**src/core/fifo_flag_pkg.sv**
```systemverilog
// Constants, default offset table and depth class for the FIFO offset and status flag block.
// Assumes a single 200 MHz reference clock; every consumer names items as fifo_flag_pkg::name.
// What this block does
// - Master reset latches pins, picks preset offset.
// - Shallow-depth preset table for both offsets.
// - Mid and deep preset tables for offsets.
// - Load-select at reset picks serial or parallel.
// - Either load method also loads preset offset.
// - Offsets read back only on parallel output.
// - Offsets reprogrammable after reset, range 0..D-1.
// - Sync mode: each almost flag on own edge.
// - Async almost-full: low on write, high on read.
// - Async almost-empty: low on read, high on write.
// - Almost-empty low for count zero through n.
// - Half-full low above half the depth.
// - Almost-full low from depth minus m upward.
// - Empty low at zero, full low at depth.
package fifo_flag_pkg;

   // Capacity of the part this block is built for.
   localparam int unsigned FIFO_DEPTH = 131072;
   // Word count runs 0..FIFO_DEPTH, so it needs one bit above the offset width.
   localparam int unsigned COUNT_W    = 18;
   // Offsets run 0..FIFO_DEPTH-1.
   localparam int unsigned OFFSET_W   = 17;
   // Width of the parallel output port used for offset readback.
   localparam int unsigned DOUT_W     = 36;

   // Count thresholds at counter width.
   localparam logic [COUNT_W-1:0] COUNT_FULL = 18'h20000;
   localparam logic [COUNT_W-1:0] COUNT_HALF = 18'h10000;
   localparam logic [COUNT_W-1:0] COUNT_ZERO = 18'h00000;
   localparam logic [COUNT_W-1:0] COUNT_ONE  = 18'h00001;

   // Depth bounds that separate the three preset tables.
   localparam int unsigned SHALLOW_MAX = 2048;
   localparam int unsigned MID_MAX     = 32768;

   // Flag reset levels (active low flags): empty and almost-empty asserted.
   localparam logic EMPTY_RST        = 1'b0;
   localparam logic ALMOST_EMPTY_RST = 1'b0;
   localparam logic HALF_FULL_RST    = 1'b1;
   localparam logic ALMOST_FULL_RST  = 1'b1;
   localparam logic FULL_RST         = 1'b1;

   // Which preset table applies to this depth.
   typedef enum logic [1:0] {DEPTH_SHALLOW, DEPTH_MID, DEPTH_DEEP} depth_class_t;

   localparam depth_class_t DEPTH_CLASS = (FIFO_DEPTH <= SHALLOW_MAX) ? DEPTH_SHALLOW :
                                          (FIFO_DEPTH <= MID_MAX)     ? DEPTH_MID : DEPTH_DEEP;

   // Preset offset chosen by {load select, pick1, pick0}.
   function automatic logic [OFFSET_W-1:0] preset_offset(input depth_class_t cls,
                                                         input logic [2:0]   sel);
      logic [OFFSET_W-1:0] v;
      v = 17'h0007f;
      case (cls)
         DEPTH_SHALLOW:
         begin
            case (sel)
               3'h2:    v = 17'h001ff;
               3'h1:    v = 17'h000ff;
               3'h0:    v = 17'h0007f;
               3'h3:    v = 17'h0003f;
               3'h4:    v = 17'h0001f;
               3'h6:    v = 17'h0000f;
               3'h5:    v = 17'h00007;
               default: v = 17'h00003;
            endcase
         end
         DEPTH_MID:
         begin
            case (sel)
               3'h4:    v = 17'h003ff;
               3'h2:    v = 17'h001ff;
               3'h1:    v = 17'h000ff;
               3'h0:    v = 17'h0007f;
               3'h3:    v = 17'h0003f;
               3'h6:    v = 17'h0001f;
               3'h5:    v = 17'h0000f;
               default: v = 17'h00007;
            endcase
         end
         default:
         begin
            case (sel)
               3'h2:    v = 17'h03fff;
               3'h1:    v = 17'h01fff;
               3'h3:    v = 17'h00fff;
               3'h6:    v = 17'h007ff;
               3'h4:    v = 17'h003ff;
               3'h5:    v = 17'h001ff;
               3'h7:    v = 17'h000ff;
               default: v = 17'h0007f;
            endcase
         end
      endcase
      return v;
   endfunction

endpackage

```
**src/core/fifo_flag_offset_and_status.sv**
```systemverilog
// Offset registers and standard-mode status flags of a deep dual-port FIFO.
// Assumes the write and read clocks and the control pins arrive as asynchronous pins,
// sampled on ref_clk_i; the offset load port comes from logic on ref_clk_i.
`timescale 1ns/10ps
`default_nettype none
module fifo_flag_offset_and_status
(
   input  wire logic                                ref_clk_i,              // 200 MHz clock.
   input  wire logic                                rst_i,                  // Sync reset, high.
   input  wire logic                                master_reset_i,         // Pin, high.
   input  wire logic                                offset_load_select_i,   // Pin, at reset.
   input  wire logic                                default_offset_pick0_i, // Pin, at reset.
   input  wire logic                                default_offset_pick1_i, // Pin, at reset.
   input  wire logic                                flag_timing_select_i,   // Pin, at reset.
   input  wire logic                                write_clk_i,            // Write clock pin.
   input  wire logic                                read_clk_i,             // Read clock pin.
   input  wire logic                                write_en_i,             // Pin, high.
   input  wire logic                                read_en_i,              // Pin, high.
   input  wire logic                                offset_write_i,         // Load pulse.
   input  wire logic [fifo_flag_pkg::OFFSET_W-1:0]  empty_offset_i,         // New n.
   input  wire logic [fifo_flag_pkg::OFFSET_W-1:0]  full_offset_i,          // New m.
   input  wire logic                                offset_read_i,          // Readback pulse.
   input  wire logic                                offset_read_sel_i,      // 0 n, 1 m.
   output logic [fifo_flag_pkg::DOUT_W-1:0]         parallel_data_out_o,    // Readback data.
   output logic                                     serial_mode_o,          // Serial load chosen.
   output logic                                     sync_flags_o,           // Sync flag timing.
   output logic [fifo_flag_pkg::COUNT_W-1:0]        word_count_o,           // Stored words.
   output logic                                     empty_flag_n_o,         // Low when empty.
   output logic                                     almost_empty_flag_n_o,  // Low at n or less.
   output logic                                     half_full_flag_n_o,     // Low above half.
   output logic                                     almost_full_flag_n_o,   // Low near full.
   output logic                                     full_flag_n_o           // Low when full.
);

   logic                                mr_s;        // Filtered master reset.
   logic                                ld_s;        // Filtered load select.
   logic                                p0_s;        // Filtered pick0.
   logic                                p1_s;        // Filtered pick1.
   logic                                ts_s;        // Filtered timing select.
   logic                                wclk_s;      // Filtered write clock.
   logic                                rclk_s;      // Filtered read clock.
   logic                                wen_s;       // Filtered write enable.
   logic                                ren_s;       // Filtered read enable.
   logic                                wclk_d_r;    // Previous write clock level.
   logic                                rclk_d_r;    // Previous read clock level.
   logic                                w_edge;      // Write clock rising edge.
   logic                                r_edge;      // Read clock rising edge.
   logic [fifo_flag_pkg::OFFSET_W-1:0]  empty_off_r; // Empty offset n.
   logic [fifo_flag_pkg::OFFSET_W-1:0]  full_off_r;  // Full offset m.
   logic [fifo_flag_pkg::COUNT_W-1:0]   count_r;     // Stored word count.
   logic [fifo_flag_pkg::COUNT_W-1:0]   count_nxt;   // Count after this cycle's edges.
   logic                                do_write;    // A word is written now.
   logic                                do_read;     // A word is read now.
   logic                                af_cond;     // Count is in the almost-full band.
   logic                                ae_cond;     // Count is in the almost-empty band.
   logic [fifo_flag_pkg::COUNT_W-1:0]   af_thresh;   // Depth minus m.

   logic [8:0] pins_raw; // All asynchronous pins, one synchroniser each.
   logic [8:0] pins_s;   // Their filtered levels.

   assign pins_raw = {master_reset_i, offset_load_select_i, default_offset_pick0_i,
                      default_offset_pick1_i, flag_timing_select_i, write_clk_i,
                      read_clk_i, write_en_i, read_en_i};
   assign {mr_s, ld_s, p0_s, p1_s, ts_s, wclk_s, rclk_s, wen_s, ren_s} = pins_s;

   // One synchroniser per pin; none of their first stages is seen here.
   genvar gi;
   generate
      for (gi = 0; gi < 9; gi = gi + 1)
      begin : g_sync
         pin_sync3 u_sync
         (
            .ref_clk_i (ref_clk_i),
            .rst_i     (rst_i),
            .pin_i     (pins_raw[gi]),
            .level_o   (pins_s[gi])
         );
      end
   endgenerate

   // Edge detectors on the filtered port clocks.
   always_ff @(posedge ref_clk_i)
   begin
      if (rst_i)
      begin
         wclk_d_r <= 1'b0;
         rclk_d_r <= 1'b0;
      end
      else
      begin
         wclk_d_r <= wclk_s;
         rclk_d_r <= rclk_s;
      end
   end

   assign w_edge = wclk_s & ~wclk_d_r;
   assign r_edge = rclk_s & ~rclk_d_r;

   // Writes into a full FIFO and reads from an empty one are ignored.
   assign do_write = w_edge & wen_s & (count_r != fifo_flag_pkg::COUNT_FULL);
   assign do_read  = r_edge & ren_s & (count_r != fifo_flag_pkg::COUNT_ZERO);

   // Next count; a simultaneous write and read leave it unchanged.
   always_comb
   begin
      count_nxt = count_r;
      if (do_write & ~do_read)
      begin
         count_nxt = count_r + fifo_flag_pkg::COUNT_ONE;
      end
      else if (do_read & ~do_write)
      begin
         count_nxt = count_r - fifo_flag_pkg::COUNT_ONE;
      end
   end

   // Band tests on the count that the flags will reflect.
   assign af_thresh = fifo_flag_pkg::COUNT_FULL - {1'b0, full_off_r};
   assign af_cond   = (count_nxt >= af_thresh);
   assign ae_cond   = (count_nxt <= {1'b0, empty_off_r});

   // Mode straps are caught while master reset is held, so a pin that moves
   // afterwards has no effect until the next master reset.
   always_ff @(posedge ref_clk_i)
   begin
      if (rst_i)
      begin
         serial_mode_o <= 1'b0;
         sync_flags_o  <= 1'b0;
      end
      else if (mr_s)
      begin
         serial_mode_o <= ld_s;
         sync_flags_o  <= ts_s;
      end
   end

   // Offset registers: preset at master reset, then parallel loads at any time.
   // The host keeps values within 0..D-1; the width admits nothing larger.
   always_ff @(posedge ref_clk_i)
   begin
      if (rst_i)
      begin
         empty_off_r <= fifo_flag_pkg::preset_offset(fifo_flag_pkg::DEPTH_CLASS, 3'h0);
         full_off_r  <= fifo_flag_pkg::preset_offset(fifo_flag_pkg::DEPTH_CLASS, 3'h0);
      end
      else if (mr_s)
      begin
         // Both offsets take the same preset, whatever load method is chosen.
         empty_off_r <= fifo_flag_pkg::preset_offset(fifo_flag_pkg::DEPTH_CLASS,
                                                     {ld_s, p1_s, p0_s});
         full_off_r  <= fifo_flag_pkg::preset_offset(fifo_flag_pkg::DEPTH_CLASS,
                                                     {ld_s, p1_s, p0_s});
      end
      else if (offset_write_i)
      begin
         empty_off_r <= empty_offset_i;
         full_off_r  <= full_offset_i;
      end
   end

   // Readback exists only on the parallel output; there is no serial path.
   always_ff @(posedge ref_clk_i)
   begin
      if (rst_i)
      begin
         parallel_data_out_o <= '0;
      end
      else if (offset_read_i)
      begin
         parallel_data_out_o <= offset_read_sel_i ?
                                fifo_flag_pkg::DOUT_W'(full_off_r) :
                                fifo_flag_pkg::DOUT_W'(empty_off_r);
      end
   end

   // Word count, cleared by master reset.
   always_ff @(posedge ref_clk_i)
   begin
      if (rst_i || mr_s)
      begin
         count_r <= fifo_flag_pkg::COUNT_ZERO;
      end
      else
      begin
         count_r <= count_nxt;
      end
   end

   assign word_count_o = count_r;

   // Empty, half-full and full follow the count every cycle.
   always_ff @(posedge ref_clk_i)
   begin
      if (rst_i || mr_s)
      begin
         empty_flag_n_o     <= fifo_flag_pkg::EMPTY_RST;
         half_full_flag_n_o <= fifo_flag_pkg::HALF_FULL_RST;
         full_flag_n_o      <= fifo_flag_pkg::FULL_RST;
      end
      else
      begin
         empty_flag_n_o     <= (count_nxt != fifo_flag_pkg::COUNT_ZERO);
         half_full_flag_n_o <= ~(count_nxt > fifo_flag_pkg::COUNT_HALF);
         full_flag_n_o      <= (count_nxt != fifo_flag_pkg::COUNT_FULL);
      end
   end

   // Almost-full: in sync mode it moves only on write edges; in async mode
   // a write edge can only assert it and a read edge can only release it.
   always_ff @(posedge ref_clk_i)
   begin
      if (rst_i || mr_s)
      begin
         almost_full_flag_n_o <= fifo_flag_pkg::ALMOST_FULL_RST;
      end
      else if (sync_flags_o)
      begin
         if (w_edge)
         begin
            almost_full_flag_n_o <= ~af_cond;
         end
      end
      else if (w_edge && af_cond)
      begin
         almost_full_flag_n_o <= 1'b0;
      end
      else if (r_edge && !af_cond)
      begin
         almost_full_flag_n_o <= 1'b1;
      end
   end

   // Almost-empty: the mirror image, with the roles of the two edges swapped.
   always_ff @(posedge ref_clk_i)
   begin
      if (rst_i || mr_s)
      begin
         almost_empty_flag_n_o <= fifo_flag_pkg::ALMOST_EMPTY_RST;
      end
      else if (sync_flags_o)
      begin
         if (r_edge)
         begin
            almost_empty_flag_n_o <= ~ae_cond;
         end
      end
      else if (r_edge && ae_cond)
      begin
         almost_empty_flag_n_o <= 1'b0;
      end
      else if (w_edge && !ae_cond)
      begin
         almost_empty_flag_n_o <= 1'b1;
      end
   end

endmodule
`default_nettype wire

```
**src/core/pin_sync3.sv**
```systemverilog
// Three-stage synchroniser for one asynchronous pin with agreement filter.
// Assumes the pin is quiet for at least two reference clocks between changes.
`timescale 1ns/10ps
`default_nettype none
module pin_sync3
(
   input  wire logic ref_clk_i, // Reference clock.
   input  wire logic rst_i,     // Synchronous reset, active high.
   input  wire logic pin_i,     // Raw pin level.
   output logic      level_o    // Filtered level, registered.
);

   logic s1_r; // First stage, read only by the second stage.
   logic s2_r; // Second stage.
   logic s3_r; // Third stage.

   // The level is accepted only once stages two and three agree, so a
   // metastable first stage never reaches the logic beyond.
   always_ff @(posedge ref_clk_i)
   begin
      if (rst_i)
      begin
         s1_r    <= 1'b0;
         s2_r    <= 1'b0;
         s3_r    <= 1'b0;
         level_o <= 1'b0;
      end
      else
      begin
         s1_r <= pin_i;
         s2_r <= s1_r;
         s3_r <= s2_r;
         if (s2_r == s3_r)
         begin
            level_o <= s3_r;
         end
      end
   end

endmodule
`default_nettype wire

```
**config.mk**
```make
export PLATFORM = sky130hd
export DESIGN_NAME = fifo_flag_offset_and_status
export DESIGN_NICKNAME = d
export VERILOG_FILES = /design/src/core/fifo_flag_pkg.sv /design/src/core/fifo_flag_offset_and_status.sv /design/src/core/pin_sync3.sv
export SDC_FILE = /design/constraint.sdc
export NUM_CORES = 1
export LEC_CHECK = 0
export ABC_CLOCK_PERIOD_IN_PS = 6500
export BUFFER_PORTS_ARGS = -buffer_cell sky130_fd_sc_hd__buf_4
export CAP_MARGIN = 5
export CORE_ASPECT_RATIO = 1.25
export CORE_UTILIZATION = 30
export CTS_BUF_LIST = sky130_fd_sc_hd__clkbuf_8
export CTS_CLUSTER_DIAMETER = 120
export DETAILED_ROUTE_END_ITERATION = 8
export PLACE_DENSITY_LB_ADDON = 0.2
export SLEW_MARGIN = 15
export SYNTH_ARGS = -nofsm -noshare
export SYNTH_HDL_FRONTEND = slang
export SYNTH_HIERARCHICAL = 1
export SYNTH_SLANG_ARGS = --single-unit
```
**constraint.sdc**
```tcl
create_clock -name ref_clk_i -period 6.5 [get_ports ref_clk_i]
set_input_delay 0.65 -clock ref_clk_i [delete_from_list [all_inputs] [get_ports ref_clk_i]]
set_output_delay 0.65 -clock ref_clk_i [all_outputs]
set_load 0.02 [all_outputs]
```
==> run_results.csv <==
group,metric,value,unit
clock_network,ctsResizeCount,0,
setup_path,cp-start-kind,"register",
timing,setup_ws,1.88,ns
floorplanning,die_h,160,µm
grt,grt_usage,0.163,
timing,fmax,216,MHz
synthesis,synth.ff_latch_count,114,
synthesis,post-synth-top-area-cell,"dfxtp_1",
timing,finalMaxSlewViolations,0,
synthesis,yosysUniqueCellTypes,57,
clock_network,cts_htree_levels,4,
routing,num_vias,4973,
cells_and_area,drive_gt1_frac,0.176,
timing,finalCritPeriodShare,0.711,
clock_network,clk_latency,0.44,ns
routing,wl,16.1,mm
timing,finalSetupViolCount,0,
timing,rsz0062_at_grt,"no",
setup_path,critPathSlowestCell,"o32ai_1",
clock_network,ctsLongestPathBuffers,2,
routing,wl_per_cell,15.4,µm
synthesis,syn_area_per_cell,8.76,µm²
clock_network,cts_tree,"yes",
clock_network,clkSinkCount,114,
grt,grt_pass1_vias,4665,
synthesis,synth_edf_count,0,
timing,worstMarginPinSlew,1.06,ns
cells_and_area,fin_area,0.00726,mm²
flow_run,maxCapViolations,0,
cells_and_area,num_antenna_cells,0,
grt,grt.overflow.total,0,
clock_network,cts_hold_buf,0,
placed_design,dp_worst_setup_slack,1.87,ns
setup_path,cp_data_arrival_time,5.01,ns
placed_design,io_buffers,89,
power,p_leak,3.23,nW
clock_network,post_cts_buffers,0,
placed_design,globalplace.congestion,0.873,
hold_path,min-delay-start,"read_en_i",
setup_path,path_class,"register to register",
setup_path,rr_startpoint,"word_count_o[1]$_SDFF_PP0_",
routing,drt-vias-per-instance,4.77,
routing,drtIter0Drc,265,
setup_path,cp.required,6.89,ns
floorplanning,die_x,129,µm
placed_design,dpl_cell_area,0.00681,mm²
synthesis,yosysSeqAreaShare,0.380,
synthesis,netlist_instances,686,
clock_network,cts.reportedPaths.clkPinSlew,0.08,ns
cells_and_area,synthToLayoutAreaGrowth,20.8,%
routing,ant_nets,0,
cells_and_area,final_common_cell,"dfxtp_1",
grt,grt_max_degree,73,
floorplanning,core,0.0195,mm²
timing,tns,0,ns
synthesis,netlist_area,0.00601,mm²
cells_and_area,layout.nets,851,
routing,route.detailed.drc,0,
floorplanning,ioPinCount,109,
setup_path,end_kind,"register",
grt,antenna_found_initial,0,
timing,relSlewSlack,0.290,
synthesis,synth.area.top_cells,"dfxtp_1 (38%), ha_1 (8.1%), mux2i_1 (5.7%)",
clock_network,clockRootBuffer,"clkbuf_8",
timing,hold_viol,0,
status,outcome,"finished, final reports clean",
floorplanning,start_util,0.308,
setup_path,reg2reg_depth,17,
routing,drt_pass1_iterations,7,
placed_design,hpwl,12.2,mm
synthesis,synth_flop_cell,"dfxtp_1",
synthesis,synthArstFlopShare,0,
power,peakVddDrop,0.130,mV
hold_path,min_path_type,"input pin to register",
clock_network,cts_buffers,17,
floorplanning,row_count,57,
timing,layout_min_cycle_time,4.62,ns
hold_path,min_delay_path_depth,2,
timing,skew,0.0120,ns
setup_path,cp-startpoint,"word_count_o[1]$_SDFF_PP0_",
synthesis,synth_top_area_frac,0.380,
setup_path,critPathMaxStageDelay,0.64,ns
cells_and_area,fillCellCount,2087,
cells_and_area,mostFrequentLayoutCells,"dfxtp_1 (114), buf_4 (89), nor2_1 (69)",
synthesis,ys.warnings.count,6,
grt,grt_pass1_wl,25.2,mm
floorplanning,die-area,0.0206,mm²
setup_path,path_cells,"inv_1 > ha_1 > or4b_1 > or3_4 > o21ai_1 > o22ai_1 > o32ai_1 > ha_1 > nor2b_1 > o21ai_0 > nand2_1 > a21o_1 > a21oi_1 > o21ai_0 > a31oi_1 > o311ai_0 > nand2_1",
setup_path,worstPathMaxFanout,7,
power,power_density,228,mW/mm²
[sequential cells by signal (all words and copies together), names as in the netlist, 9 cells and up]
register	flops
g_sync.u_sync/s1_r	9
empty_off_r	17
g_sync.u_sync/s3_r	9
g_sync.u_sync/s2_r	9
word_count_o	18
g_sync.u_sync/level_o	9
parallel_data_out_o	17
full_off_r	17
[layout make-up]
| type | instances | area [µm²] | share of cell area |
|---|---|---|---|
| Multi-Input combinational cell | 509 | 3410 | 0.469 |
| Sequential cell | 114 | 2280 | 0.314 |
| Timing Repair Buffer | 89 | 668 | 0.0920 |
| Tap cell | 265 | 332 | 0.0457 |
| Clock buffer | 18 | 248 | 0.0341 |
| Clock inverter | 14 | 201 | 0.0277 |
| Inverter | 33 | 124 | 0.0171 |
[routing by layer]
| layer | vias up | wire length [µm] | global-route usage |
|---|---|---|---|
| li1 | 2553 | - | - |
| met1 | 2285 | 7180 | 0.202 |
| met2 | 117 | 7990 | 0.273 |
| met3 | 18 | 617 | 0.0345 |
| met4 | 0 | 298 | 0.0631 |
| met5 | - | 0 | 0 |
[final timing paths]
check / end / slack, ns
setup reg to reg: almost_full_flag_n_o$_SDFFE_PP1P_ / 1.88
setup / recovery: almost_full_flag_n_o$_SDFFE_PP1P_ / 1.88
hold / removal: g_sync[0].u_sync/s1_r$_SDFF_PP0_ / 0.41
hold reg to reg: g_sync[2].u_sync/s2_r$_SDFF_PP0_ / 0.44
[kinds of logic after synthesis]
logic type | after synthesis | synth area share
and+or+nand+nor | 253 | 0.222
AOI/OAI and AO/OA | 130 | 0.144
DFF | 114 | 0.380
buffers and inverters | 81 | 0.0649
adders and majority gates | 39 | 0.0812
muxes | 36 | 0.0608
xor gates and xnor gates | 32 | 0.0466
other | 1 | 0.000624
[synthesized netlist by cell type, types with 3 or more instances]
library cell	count
o21ai_0	12
nor2b_1	36
a21o_1	7
ha_1	39
or4_1	4
nor3_1	23
nor4_1	10
nor2_1	70
or2_2	5
buf_4	19
or3_1	4
o21a_1	5
nand2b_1	9
o31ai_1	3
and2_1	12
a32oi_1	5
nand3b_1	4
a31oi_1	6
a221oi_1	3
a2111oi_0	3
xor2_1	11
nand2_1	39
a21oi_1	30
o22ai_1	3
nand4_1	10
inv_1	33
xnor2_1	21
nand3_1	11
dfxtp_1	114
and3_1	4
a211oi_1	23
mux2i_1	34
o21ai_1	11
clkbuf_1	26
o211ai_1	8
[metrics by stage]
step / hold slack [ns] / power (mW) / std cells / util
after floorplan: 0.414 / 0.864 / 704 / -
after global placement: 0.416 / 0.920 / 1010 / 0.349
after detailed placement: 0.423 / 0.920 / 1010 / 0.349
after CTS: 0.377 / 1.68 / 1042 / 0.372
after global routing: 0.391 / 1.73 / 1042 / 0.372
final: 0.414 / 1.65 / 1042 / 0.372
[report_power, final]
group	switching (mW)	internal, mW	leakage [nW]	total (mW)
Clock	0.319	0.433	0.220	0.752
Combinational	0.0859	0.0677	2.08	0.154
Sequential	0.0214	0.727	0.936	0.748
[critical path, delay by kind of cell (launching register included)]
family	cells	cell delay, ns
buf+inv	1	0.14
flops	1	0.37
fa+ha+maj	2	0.51
simple gates	5	1.23
compound gates	9	2.32
Note: power is estimated with default switching activity, not from simulation.
